`config.mk`:
```
export PLATFORM = sky130hd
export DESIGN_NAME = pcs_top
export DESIGN_NICKNAME = d
export VERILOG_FILES = /design/src/pcs_pkg.sv /design/src/pcs_top.sv /design/src/pcs_pacer.sv /design/src/pcs_link_watch.sv
export VERILOG_INCLUDE_DIRS = /design/src
export SDC_FILE = /design/constraint.sdc
export NUM_CORES = 1
export LEC_CHECK = 0
export ABC_CLOCK_PERIOD_IN_PS = 3500
export BUFFER_PORTS_ARGS = -buffer_cell sky130_fd_sc_hd__buf_4
export CAP_MARGIN = 20
export CORE_MARGIN = 8
export CORE_UTILIZATION = 56
export CTS_BUF_LIST = sky130_fd_sc_hd__clkbuf_8
export DETAILED_ROUTE_END_ITERATION = 8
export PLACE_DENSITY = 0.82
export SLEW_MARGIN = 20
export SYNTH_ARGS = -nofsm -noshare
export SYNTH_HDL_FRONTEND = slang
export SYNTH_HIERARCHICAL = 1
export SYNTH_SLANG_ARGS = --single-unit
export TNS_END_PERCENT = 100
```
`constraint.sdc`:
```
create_clock -name pclk -period 3.5 [get_ports pclk]
set_input_delay 0.7 -clock pclk [delete_from_list [all_inputs] [get_ports pclk]]
set_output_delay 0.7 -clock pclk [all_outputs]
set_load 0.005 [all_outputs]
```
`src/pcs_defs.svh`:
```
/*
  Constants of the packet-mode connection-request sequencer: word fields,
  register offsets, reset values and timing counts.
  Assumes inclusion by bare name from every design file that needs them.
*/
// How it works
// - alignment patterns on the transmit link raise the unsync flag
// - receive link loss drives both link-good outputs and the unsync flag high
// - camp-on mode sends the loaded request once, then repeats it, idle-spaced, if a header is read before acknowledge
// - header before acknowledge: drop read enable, raise mark, repeat requests
// - after acknowledge, read enable rises and header follows, optionally delayed
// - delay count 0..15, resets to 6, counts zero when delay enable low
// - camp-on idles between repeated requests equal the spacing field value
// - without early arbitration, read enable rises no sooner than 9 clocks after load
// - early request goes out depth-count words before the packet ends
// - early acknowledge: read enable low one cycle and one idle at packet end
// - first request of a packet has break set, repeats have it clear
// - camp-on mode sets the all-outputs-acknowledge bit on first and repeated requests, not on the abort word
// - mark rises after header read and falls when a new request is seen
// - abort sends a request with empty bitmap and discards data until next request
// - recast mode: header before acknowledge starts counted request words
// - recast count spent: repeat request with all-outputs bit clear until acknowledge
// - recast acknowledge sends header and data under the same delay rule
// - recast count field: 000 gives 1, 001 gives 8, doubling to 512
// - acknowledge output pulses exactly one clock per acknowledge received outside the discard state
`ifndef PCS_DEFS_SVH
`define PCS_DEFS_SVH
`define PCS_MD_HI 31
`define PCS_MD_LO 30
`define PCS_CT_HI 29
`define PCS_CT_LO 27
`define PCS_AOA_BIT 26
`define PCS_BRK_BIT 24
`define PCS_MAP_HI 23
`define PCS_MAP_LO 8
`define PCS_MD_CAMP 2'h0
`define PCS_MD_RECAST 2'h1
`define PCS_OFF_DELAY 8'h00
`define PCS_OFF_DEPTH 8'h04
`define PCS_OFF_STATUS 8'h08
`define PCS_DELAY_RST 4'h6
`define PCS_DEPTH_RST 5'h00
`define PCS_MIN_REN_CYC 4'h9
`define PCS_IDLE_WORD 32'h0000_0000
`endif

```
`src/pcs_pkg.sv`:
```
/*
  Types of the connection-request sequencer.
  Assumes nothing of its surroundings.
*/
package pcs_pkg;
  typedef enum logic [2:0] {
    PCS_PASS = 3'b000,
    PCS_WAIT = 3'b001,
    PCS_ACKED = 3'b010,
    PCS_REPEAT = 3'b011,
    PCS_HDR = 3'b100,
    PCS_DISCARD = 3'b101
  } pcs_state_t;
  typedef enum logic [1:0] {
    PCS_W_IDLE = 2'b00,
    PCS_W_CRQ = 2'b01,
    PCS_W_HDR = 2'b10,
    PCS_W_DATA = 2'b11
  } pcs_wtype_t;
endpackage

```
`src/pcs_top.sv`:
```
/*
  Transmit-side connection-request sequencer in packet mode, with APB
  registers for the post-acknowledge delay and early-arbitration depth.
  Assumes user words are presented at a FIFO output (valid plus type
  flags) and taken when read enable is high; acknowledges arrive as
  one-cycle pulses on sw_ack; all inputs synchronous to pclk.
*/
`timescale 1ns/10ps
`include "pcs_defs.svh"
module pcs_top (
  input wire logic pclk,
  input wire logic presetn,
  input wire logic [7:0] paddr,
  input wire logic psel,
  input wire logic penable,
  input wire logic pwrite,
  input wire logic [31:0] pwdata,
  output logic [31:0] prdata,
  output logic pready,
  output logic pslverr,
  input wire logic [31:0] tx_word,
  input wire logic tx_valid,
  input wire logic tx_is_crq,
  input wire logic tx_is_header,
  input wire logic abort_req,
  input wire logic post_ack_delay_enable,
  output logic read_enable,
  output logic retransmit_mark,
  output logic [31:0] sw_word,
  output pcs_pkg::pcs_wtype_t sw_type,
  input wire logic sw_ack,
  output logic ack_out,
  input wire logic tx_align_seen,
  input wire logic rx_link_lost,
  input wire logic tx_locked,
  input wire logic rx_locked,
  output logic link_unsync_flag,
  output logic rx_link_good,
  output logic tx_link_good
);
  pcs_pkg::pcs_state_t state_reg;
  pcs_pkg::pcs_state_t state_next;
  logic [3:0] delay_reg;
  logic [4:0] depth_reg;
  logic [31:0] crq_reg;
  logic [31:0] hdr_reg;
  logic hdr_held_reg;
  logic [4:0] wcnt_reg;
  logic [4:0] wcnt_next;
  logic [3:0] dly_cnt_reg;
  logic [3:0] min_cnt_reg;
  logic abort_d_reg;
  logic take;
  logic crq_in;
  logic hdr_in;
  logic abort_rise;
  logic load;
  logic hdr_ready;
  logic pace_emit;
  logic pace_aoa;
  logic apb_setup;
  logic apb_wr;
  logic mapped;
  logic [31:0] rd_mux;

  assign take = tx_valid & read_enable;
  assign crq_in = take & tx_is_crq;
  assign hdr_in = take & tx_is_header;
  assign abort_rise = abort_req & ~abort_d_reg;
  assign load = crq_in & ((state_reg == pcs_pkg::PCS_PASS)
                        | (state_reg == pcs_pkg::PCS_DISCARD));
  assign hdr_ready = (dly_cnt_reg == 4'h0) & (min_cnt_reg == 4'h0);

  // register bus: zero-wait access, setup cycle latches the answer
  assign apb_setup = psel & ~penable;
  assign apb_wr = psel & penable & pready & pwrite;
  assign mapped = (paddr == `PCS_OFF_DELAY) | (paddr == `PCS_OFF_DEPTH)
                | (paddr == `PCS_OFF_STATUS);

  always_comb begin
    rd_mux = 32'h0000_0000;
    case (paddr)
      `PCS_OFF_DELAY: rd_mux[3:0] = delay_reg;
      `PCS_OFF_DEPTH: rd_mux[4:0] = depth_reg;
      `PCS_OFF_STATUS: rd_mux[7:0] = {link_unsync_flag, retransmit_mark,
                                      read_enable, ack_out, 1'b0, state_reg};
      default: rd_mux = 32'h0000_0000;
    endcase
  end

  always_ff @(posedge pclk or negedge presetn) begin
    if (!presetn) begin
      pready <= 1'b0;
      pslverr <= 1'b0;
      prdata <= 32'h0000_0000;
    end else begin
      pready <= apb_setup;
      pslverr <= apb_setup & ~mapped;
      prdata <= apb_setup ? rd_mux : 32'h0000_0000;
    end
  end

  always_ff @(posedge pclk or negedge presetn) begin
    if (!presetn) begin
      delay_reg <= `PCS_DELAY_RST;
      depth_reg <= `PCS_DEPTH_RST;
    end else if (apb_wr && paddr == `PCS_OFF_DELAY) begin
      delay_reg <= pwdata[3:0];
    end else if (apb_wr && paddr == `PCS_OFF_DEPTH) begin
      depth_reg <= pwdata[4:0];
    end
  end

  // sequencer state
  always_comb begin
    state_next = state_reg;
    case (state_reg)
      pcs_pkg::PCS_PASS: begin
        if (abort_rise) begin
          state_next = pcs_pkg::PCS_DISCARD;
        end else if (crq_in) begin
          state_next = pcs_pkg::PCS_WAIT;
        end
      end
      pcs_pkg::PCS_WAIT: begin
        if (abort_rise) begin
          state_next = pcs_pkg::PCS_DISCARD;
        end else if (sw_ack) begin
          state_next = (depth_reg != 5'h00 && !hdr_in) ? pcs_pkg::PCS_ACKED : pcs_pkg::PCS_HDR;
        end else if (hdr_in) begin
          state_next = pcs_pkg::PCS_REPEAT;
        end
      end
      pcs_pkg::PCS_ACKED: begin
        if (abort_rise) begin
          state_next = pcs_pkg::PCS_DISCARD;
        end else if (hdr_in) begin
          state_next = pcs_pkg::PCS_HDR;
        end
      end
      pcs_pkg::PCS_REPEAT: begin
        if (abort_rise) begin
          state_next = pcs_pkg::PCS_DISCARD;
        end else if (sw_ack) begin
          state_next = pcs_pkg::PCS_HDR;
        end
      end
      pcs_pkg::PCS_HDR: begin
        if (abort_rise) begin
          state_next = pcs_pkg::PCS_DISCARD;
        end else if (hdr_ready) begin
          state_next = pcs_pkg::PCS_PASS;
        end
      end
      pcs_pkg::PCS_DISCARD: begin
        if (crq_in) begin
          state_next = pcs_pkg::PCS_WAIT;
        end
      end
      default: state_next = pcs_pkg::PCS_PASS;
    endcase
  end

  always_ff @(posedge pclk or negedge presetn) begin
    if (!presetn) begin
      state_reg <= pcs_pkg::PCS_PASS;
    end else begin
      state_reg <= state_next;
    end
  end

  always_ff @(posedge pclk or negedge presetn) begin
    if (!presetn) begin
      abort_d_reg <= 1'b0;
    end else begin
      abort_d_reg <= abort_req;
    end
  end

  // data words taken while the acknowledge is pending
  always_comb begin
    wcnt_next = wcnt_reg;
    if (load) begin
      wcnt_next = 5'h00;
    end else if (state_reg == pcs_pkg::PCS_WAIT && take && !tx_is_header) begin
      wcnt_next = wcnt_reg + 5'h01;
    end
  end

  always_ff @(posedge pclk or negedge presetn) begin
    if (!presetn) begin
      wcnt_reg <= 5'h00;
    end else begin
      wcnt_reg <= wcnt_next;
    end
  end

  // read enable follows the next state; waiting allows only depth words
  always_ff @(posedge pclk or negedge presetn) begin
    if (!presetn) begin
      read_enable <= 1'b1;
    end else begin
      case (state_next)
        pcs_pkg::PCS_WAIT: read_enable <= wcnt_next < depth_reg;
        pcs_pkg::PCS_REPEAT: read_enable <= 1'b0;
        pcs_pkg::PCS_HDR: read_enable <= 1'b0;
        default: read_enable <= 1'b1;
      endcase
    end
  end

  always_ff @(posedge pclk or negedge presetn) begin
    if (!presetn) begin
      crq_reg <= 32'h0000_0000;
    end else if (load) begin
      crq_reg <= tx_word;
    end
  end

  always_ff @(posedge pclk or negedge presetn) begin
    if (!presetn) begin
      hdr_reg <= 32'h0000_0000;
    end else if (hdr_in) begin
      hdr_reg <= tx_word;
    end
  end

  // without a held header the real one is read from the fifo after the wait
  always_ff @(posedge pclk or negedge presetn) begin
    if (!presetn) begin
      hdr_held_reg <= 1'b0;
    end else if (load) begin
      hdr_held_reg <= 1'b0;
    end else if (hdr_in) begin
      hdr_held_reg <= 1'b1;
    end
  end

  // post-acknowledge delay and the floor on read enable after a load
  always_ff @(posedge pclk or negedge presetn) begin
    if (!presetn) begin
      dly_cnt_reg <= 4'h0;
    end else if (sw_ack && (state_reg == pcs_pkg::PCS_WAIT
                         || state_reg == pcs_pkg::PCS_REPEAT)) begin
      dly_cnt_reg <= post_ack_delay_enable ? delay_reg : 4'h0;
    end else if (dly_cnt_reg != 4'h0) begin
      dly_cnt_reg <= dly_cnt_reg - 4'h1;
    end
  end

  always_ff @(posedge pclk or negedge presetn) begin
    if (!presetn) begin
      min_cnt_reg <= 4'h0;
    end else if (load) begin
      min_cnt_reg <= (depth_reg == 5'h00) ? `PCS_MIN_REN_CYC : 4'h0;
    end else if (min_cnt_reg != 4'h0) begin
      min_cnt_reg <= min_cnt_reg - 4'h1;
    end
  end

  pcs_pacer u_pacer (
    .clk(pclk),
    .rst_n(presetn),
    .load(load),
    .ld_ct(tx_word[`PCS_CT_HI:`PCS_CT_LO]),
    .run(state_reg == pcs_pkg::PCS_REPEAT),
    .recast(crq_reg[`PCS_MD_HI:`PCS_MD_LO] == `PCS_MD_RECAST),
    .ct(crq_reg[`PCS_CT_HI:`PCS_CT_LO]),
    .emit(pace_emit),
    .all_outputs_ack_bit(pace_aoa)
  );

  // words toward the switch
  always_ff @(posedge pclk or negedge presetn) begin
    if (!presetn) begin
      sw_word <= `PCS_IDLE_WORD;
      sw_type <= pcs_pkg::PCS_W_IDLE;
    end else if (abort_rise && state_reg != pcs_pkg::PCS_DISCARD) begin
      sw_word <= {crq_reg[31:`PCS_MAP_HI+1], 16'h0000, crq_reg[`PCS_MAP_LO-1:0]};
      sw_type <= pcs_pkg::PCS_W_CRQ;
    end else begin
      sw_word <= `PCS_IDLE_WORD;
      sw_type <= pcs_pkg::PCS_W_IDLE;
      case (state_reg)
        pcs_pkg::PCS_PASS, pcs_pkg::PCS_DISCARD: begin
          if (load) begin
            sw_word <= tx_word | (32'h1 << `PCS_BRK_BIT) | (32'h1 << `PCS_AOA_BIT);
            sw_type <= pcs_pkg::PCS_W_CRQ;
          end else if (take && state_reg == pcs_pkg::PCS_PASS) begin
            sw_word <= tx_word;
            sw_type <= tx_is_header ? pcs_pkg::PCS_W_HDR : pcs_pkg::PCS_W_DATA;
          end
        end
        pcs_pkg::PCS_WAIT, pcs_pkg::PCS_ACKED: begin
          if (take && !tx_is_header && !tx_is_crq) begin
            sw_word <= tx_word;
            sw_type <= pcs_pkg::PCS_W_DATA;
          end
        end
        pcs_pkg::PCS_REPEAT: begin
          if (pace_emit && !sw_ack) begin
            sw_word <= crq_reg;
            sw_word[`PCS_BRK_BIT] <= 1'b0;
            sw_word[`PCS_AOA_BIT] <= pace_aoa;
            sw_type <= pcs_pkg::PCS_W_CRQ;
          end
        end
        pcs_pkg::PCS_HDR: begin
          if (hdr_ready && hdr_held_reg) begin
            sw_word <= hdr_reg;
            sw_type <= pcs_pkg::PCS_W_HDR;
          end
        end
        default: begin
          sw_word <= `PCS_IDLE_WORD;
          sw_type <= pcs_pkg::PCS_W_IDLE;
        end
      endcase
    end
  end

  always_ff @(posedge pclk or negedge presetn) begin
    if (!presetn) begin
      retransmit_mark <= 1'b0;
    end else if (hdr_in && state_reg == pcs_pkg::PCS_WAIT && !sw_ack && !abort_rise) begin
      retransmit_mark <= 1'b1;
    end else if (crq_in || abort_rise) begin
      retransmit_mark <= 1'b0;
    end
  end

  always_ff @(posedge pclk or negedge presetn) begin
    if (!presetn) begin
      ack_out <= 1'b0;
    end else begin
      ack_out <= sw_ack & (state_reg != pcs_pkg::PCS_DISCARD);
    end
  end

  pcs_link_watch u_link (
    .clk(pclk),
    .rst_n(presetn),
    .tx_align_seen(tx_align_seen),
    .rx_link_lost(rx_link_lost),
    .tx_locked(tx_locked),
    .rx_locked(rx_locked),
    .link_unsync_flag(link_unsync_flag),
    .rx_link_good(rx_link_good),
    .tx_link_good(tx_link_good)
  );

  // cycles since the last load, for checking the read-enable floor
  logic [4:0] since_load_reg;
  always_ff @(posedge pclk or negedge presetn) begin
    if (!presetn) begin
      since_load_reg <= 5'h1f;
    end else if (load) begin
      since_load_reg <= 5'h00;
    end else if (since_load_reg != 5'h1f) begin
      since_load_reg <= since_load_reg + 5'h01;
    end
  end
endmodule

```
`src/pcs_pacer.sv`:
```
/*
  Paces repeated request words: idle spacing in camp-on mode, word count
  and fall-back to all-outputs-clear words in recast mode.
  Assumes load and run never coincide.
*/
`timescale 1ns/10ps
`include "pcs_defs.svh"
module pcs_pacer (
  input wire logic clk,
  input wire logic rst_n,
  input wire logic load,
  input wire logic [2:0] ld_ct,
  input wire logic run,
  input wire logic recast,
  input wire logic [2:0] ct,
  output logic emit,
  output logic all_outputs_ack_bit
);
  logic [2:0] idle_cnt_reg;
  logic [9:0] rec_cnt_reg;

  assign emit = recast | (idle_cnt_reg == 3'h0);
  assign all_outputs_ack_bit = ~recast | (rec_cnt_reg != 10'h000);

  always_ff @(posedge clk or negedge rst_n) begin
    if (!rst_n) begin
      idle_cnt_reg <= 3'h0;
    end else if (load) begin
      idle_cnt_reg <= 3'h0;
    end else if (run && !recast) begin
      idle_cnt_reg <= emit ? ct : idle_cnt_reg - 3'h1;
    end
  end

  always_ff @(posedge clk or negedge rst_n) begin
    if (!rst_n) begin
      rec_cnt_reg <= 10'h000;
    end else if (load) begin
      rec_cnt_reg <= (ld_ct == 3'h0) ? 10'h001 : (10'h004 << ld_ct);
    end else if (run && recast && rec_cnt_reg != 10'h000) begin
      rec_cnt_reg <= rec_cnt_reg - 10'h001;
    end
  end
endmodule

```
`src/pcs_link_watch.sv`:
```
/*
  Link synchronisation status outputs.
  Assumes loss and lock levels come from the serial alignment logic.
*/
`timescale 1ns/10ps
module pcs_link_watch (
  input wire logic clk,
  input wire logic rst_n,
  input wire logic tx_align_seen,
  input wire logic rx_link_lost,
  input wire logic tx_locked,
  input wire logic rx_locked,
  output logic link_unsync_flag,
  output logic rx_link_good,
  output logic tx_link_good
);
  always_ff @(posedge clk or negedge rst_n) begin
    if (!rst_n) begin
      link_unsync_flag <= 1'b0;
      rx_link_good <= 1'b0;
      tx_link_good <= 1'b0;
    end else begin
      link_unsync_flag <= tx_align_seen | rx_link_lost;
      rx_link_good <= rx_link_lost | rx_locked;
      tx_link_good <= rx_link_lost | tx_locked;
    end
  end
endmodule

```
After elaboration in Yosys (flattened, before gate mapping)
Index checks and enable logic that the tools add are counted.
{"block": "classes", "n_lt_le_gt_ge": 1, "n_mux": 51, "add_sub_neg": 5, "reduce_logical": 47, "shift": 1, "n_bitwise": 25, "eq_ne": 12}
{"cell": "$mux 32", "n": 6}
{"cell": "$pmux 32 s4", "n": 1}
{"cell": "$mux 3", "n": 16}
{"cell": "$mux 10", "n": 3}
{"cell": "$mux 4", "n": 6}
{"cell": "$logic_and 1x1->1", "n": 18}
{"cell": "$pmux 3 s6", "n": 1}
{"cell": "$and 1x1->1", "n": 12}
{"cell": "$pmux 4 s3", "n": 1}
{"cell": "$reduce_bool 2->1", "n": 6}
{"cell": "$mux 2", "n": 5}
{"cell": "$mux 5", "n": 2}
{"cell": "$reduce_bool 10->1", "n": 1}
{"cell": "$shl 3x3->10 const A", "n": 1}
{"cell": "$sub 10x1->10 const B", "n": 1}
{"cell": "$eq 3x2->1 const B", "n": 3}
{"cell": "$eq 3x3->1 const B", "n": 3}
{"cell": "$logic_not 3->1", "n": 3}
{"cell": "$eq 8x3->1 const B", "n": 1}
{"cell": "$eq 8x4->1 const B", "n": 1}
{"cell": "$logic_not 4->1", "n": 2}
{"cell": "$logic_not 8->1", "n": 1}
{"cell": "$mux 8", "n": 1}
{"cell": "$or 1x1->1", "n": 8}
{"cell": "other kinds (18)", "n": 39}
{"block": "word_totals", "out_inout_bits": 74, "register_bits": 154, "elab_cells": 165, "in_bits": 87}

Logic depth before layout (Yosys ltp)
{"block": "depth", "depth_word": 11, "depth_mapped": 12, "mapped_depth_nobuf": 11}

Hierarchy
The synthesis kept the hierarchy.
{"mod": "pcs_top", "n_inst": 1, "area_per_inst_um2": 6239.7, "seq_area_each_um2": 3457.1, "cells_per_inst": 570}
{"mod": "pcs_pacer", "n_inst": 1, "area_per_inst_um2": 850.8, "seq_area_each_um2": 325.3, "cells_per_inst": 100}
{"mod": "pcs_link_watch", "n_inst": 1, "area_per_inst_um2": 93.8, "seq_area_each_um2": 75.1, "cells_per_inst": 6}

Least setup slack after synthesis
No wires, ideal clock.
{"block": "synth_timing", "path_kind": "input to register", "from": "in tx_valid", "to": "reg read_enable", "path_stages": 11, "setup_time_ns": 0.073, "arrival_time_ns": 2.556, "required_time_ns": 3.427, "setup_slack_ns": 0.871, "path_buffers": 1, "cell_sequence": "nand3_1 > or3_1 > clkinv_1 > clkbuf_1 > nor2_1 > ha_1 > a21oi_1 > nand2_1 > a211oi_1 > o311ai_1 > a21oi_1"}
{"block": "synth_via", "word_cells_on_any_way": 25, "cone_classes": "1 x order compare; 3 x eq/ne; 12 x mux; 4 x bitwise; 5 x reduce/logical"}
{"item": "start, declared", "line": "pcs_top.sv:22", "rtl": "input wire logic tx_valid,"}
{"item": "$and 1x1->1", "line": "pcs_top.sv:66", "rtl": "assign take = tx_valid & read_enable;"}
{"item": "$and 1x1->1", "line": "pcs_top.sv:67", "rtl": "assign crq_in = take & tx_is_crq;"}
{"item": "$and 1x1->1", "line": "pcs_top.sv:70", "rtl": "assign load = crq_in & ((state_reg == pcs_pkg::PCS_PASS)"}
{"item": "net load", "line": "pcs_top.sv:57", "rtl": "logic load;"}
{"item": "$mux 5", "line": "pcs_top.sv:183", "rtl": "if (load) begin"}
{"item": "net wcnt_next[3]", "line": "pcs_top.sv:49", "rtl": "logic [4:0] wcnt_next;"}
{"item": "$lt 5x5->1", "line": "pcs_top.sv:204", "rtl": "pcs_pkg::PCS_WAIT: read_enable <= wcnt_next < depth_reg;"}
{"item": "$pmux 1 s2", "line": "pcs_top.sv:203", "rtl": "case (state_next)"}
{"item": "end signal, assigned", "line": "pcs_top.sv:204"}
{"item": "end, declared", "line": "pcs_top.sv:27", "rtl": "output logic read_enable,"}
The timed path passes the listed nets, and every way through them passes these cells.
A chain may end at the register's enable or synchronous reset.

Worst setup path in the final report
{"block": "layout_timing", "from": "reg state_reg[0]", "to": "reg read_enable"}
{"block": "layout_via", "elab_chain_len": 7, "word_cells_on_any_way": 30, "cone_classes": "1 x order compare; 8 x eq/ne; 15 x mux; 2 x bitwise; 4 x reduce/logical"}
{"item": "start, declared", "line": "pcs_top.sv:41", "rtl": "pcs_pkg::pcs_state_t state_reg;"}
{"item": "start signal, assigned", "line": "pcs_top.sv:166", "rtl": "state_reg <= pcs_pkg::PCS_PASS;"}
{"item": "start signal, assigned", "line": "pcs_top.sv:168", "rtl": "state_reg <= state_next;"}
{"item": "$eq 3x1->1", "line": "pcs_top.sv:185", "rtl": "end else if (state_reg == pcs_pkg::PCS_WAIT && take && !tx_is_header) begin"}
{"item": "$logic_and 1x1->1 (2 in series)", "line": "pcs_top.sv:185"}
{"item": "$mux 5", "line": "pcs_top.sv:185"}
{"item": "$mux 5 (*)", "line": "pcs_top.sv:183"}
{"item": "net wcnt_next[3]", "line": "pcs_top.sv:49"}
{"item": "$lt 5x5->1 (*)", "line": "pcs_top.sv:204"}
{"item": "$pmux 1 s2 (*)", "line": "pcs_top.sv:203"}
The timed path passes the listed nets; every way through them passes the cells marked *.

==> reports/metrics.csv <==
metric;value;unit
synth_edf_count;0;
cp.buffers_inverters;0;
fin_setup_tns;0;ns
end_kind;flop;
r2r-end;read_enable;
hold_viol;0;
cts_buffers;17;
drc;0;
fin_skew;0.0170;ns
clock_latency;0.45;ns
post-dp-hpwl;11600;um
cts_resized;0;
post_drt_wl_per_cell;17.3;um
setup_viol;0;
syn_avg_cell_area;10.6;sq um
maxCapViolations;0;
core.rowCount;41;
relSlewSlack;22.9;%
synth_area_leader_cell;dfrtp_1;
die-area;16700;sq um
cts_max_level;4;
drt_iter0_drc;570;
cts_hold_buf;0;
outcome;complete, no violations;
drive_gt1_share;26.5;%
via_count;5476;
path_max_fanout;18;
holdWs;0.220;ns
fp.dieH;129;um
start_kind;flop;
path_delay_family;simple AND/OR/NAND/NOR gates;
diodes;0;
path_cells;nor2b_2, nor4b_4, nand4_1, xor2_1, nor2_1, ha_1, a21oi_1, nand2_1, a211oi_1, o311ai_1, a21oi_1;
cts_root_buffer;clkbuf_8;
grt_pass1_vias;5586;
die_w;129;um
power.density;693;nW/um^2
setup_slack;0.520;ns
crit_arrival;3.36;ns
cp_slowest_stage_delay;0.67;ns
peakVddDrop;0.428;mV
grt_pass1_wl;27100;um
fin_nets;877;
syn-cell-area;7180;sq um
leakage;4.08;nW
gp_congestion;0.883;
slew_viol_final;0;
period_needed;2.98;ns
r2r_start;state_reg[0];
hp-class;in -> async;
grt-ovfl-total;0;
async_flop_share;100;%
finalWirelength;16600;um
drt-vias-per-instance;5.68;
syn2layout_area_growth;16.9;%
crit_type;reg -> reg;
synth-main-ff-cell;dfrtp_1;
final_cell_mix;dfrtp_1, buf_4, nand2_1;
port-buffer-count;109;
postRouteAntennaNets;0;
dr.pass1.iters;6;
pre_cts_ws;0.526;ns
max_freq;0.336;GHz
cpMostUsedCell;a21oi_1;
cts_tree;yes;
yosysUniqueCellTypes;72;
antenna_found_initial;0;
rsz0062_at_grt;no;
r2r_cells;11;
final_common_cell;dfrtp_1;
period_share;85.1;%
synthDominantCellAreaShare;52.6;%
worstPathRequired;3.88;ns
ys_seq_area_share;53.7;%
cp_slowest_cell;dfrtp_1;
worst-r2r-setup-slack;0.52;ns
num_io_pins;161;
post-cts-setup-buffer-count;0;
synthTopCellsByArea;dfrtp_1, mux2_2, nand2_1;
synth_cells;676;
grt_max_degree;64;
start_util;57.2;%
p_total;5.83;mW
ys_warn_count;6;
grtUsageTotal;20.6;%
clock-sinks;154;
path_clk_slew;0.08;ns
synth_seq_cells;154;
worst_pin_slew;1.15;ns
coreArea;12600;sq um
cts_buffer_depth;2;
power by group:
part           switching (mW)  internal (mW)
registers               0.393           2.36
clock network           0.629          0.603
logic                   0.959          0.880
total                    1.98           3.84
per-stage QoR:
| step | utilization (%) | instances | cell area (sq um) |
|---|---|---|---|
| 2_1_floorplan | - | 699 | 7270 |
| 3_3_place_gp | 64.0 | 932 | 8040 |
| 3_5_place_dp | 64.0 | 932 | 8040 |
| 4_1_cts | 66.8 | 964 | 8400 |
| 5_1_grt | 66.8 | 964 | 8400 |
| 6_report | 66.8 | 964 | 8400 |
final cells by class:
class / instances / area (sq um)
multi-input combinational: 470 / 3000
timing repair buffer: 118 / 902
fill: 964 / 4170
tap: 172 / 215
clock buffer: 20 / 275
inverter: 18 / 67.6
clock inverter: 12 / 86.3
sequential: 154 / 3860
synth_stat cells, types with 3 or more instances:
master / count
a31oi_1: 5
inv_1: 17
buf_4: 27
nor4_1: 4
nand2_1: 114
nor2_1: 58
dfrtp_1: 151
clkbuf_1: 16
a211oi_1: 6
a31o_2: 3
or2_1: 3
or3_1: 3
a21oi_1: 22
ha_1: 11
nand4b_1: 3
buf_2: 9
xnor2_1: 6
a222oi_1: 16
buf_6: 3
xor2_1: 4
nand3b_1: 3
mux2_2: 41
mux2i_1: 7
nand4_1: 6
o21ai_0: 14
o311ai_0: 3
dfstp_2: 3
and3_1: 5
nor2b_1: 21
a221o_1: 15
nor3_1: 8
nand2b_1: 3
nand3_1: 16
and4b_1: 3
worst reg2reg max path: cells and delay by family, from the launching register on:
kind	cells	cell delay (ns)
and+or+nand+nor	5	1.17
DFF	1	0.67
AOI/OAI and AO/OA	4	0.64
xor gates and xnor gates	1	0.17
adders and majority gates	1	0.28
cell families after synthesis:
logic type	count (synthesis)	synth area share (%)
DFF	154	53.7
AOI/OAI and AO/OA	104	10.9
adders and majority gates	11	1.92
xor gates and xnor gates	10	1.22
and+or+nand+nor	273	19.0
buffers and inverters	75	5.80
other	1	0.0522
muxes	48	7.40
metal layers:
layer / share of wire (%) / track usage (%) / wire (um)
met1: 42 / 25.0 / 6950
met2: 50 / 34.1 / 8270
met3: 6.3 / 5.14 / 1040
met4: 2.2 / 8.85 / 371
met5: 0 / 0 / 0
how the worst max path moves through the flow:
| stage | to | from | cells after the start |
|---|---|---|---|
| floorplan | read_enable | tx_valid | 11 |
| global placement | read_enable | tx_valid | 12 |
| detailed placement | read_enable | state_reg[0] | 11 |
| CTS | read_enable | state_reg[0] | 11 |
| global route | read_enable | state_reg[0] | 11 |
| finish | read_enable | state_reg[0] | 11 |
Note: power is estimated with default switching activity, not from simulation.
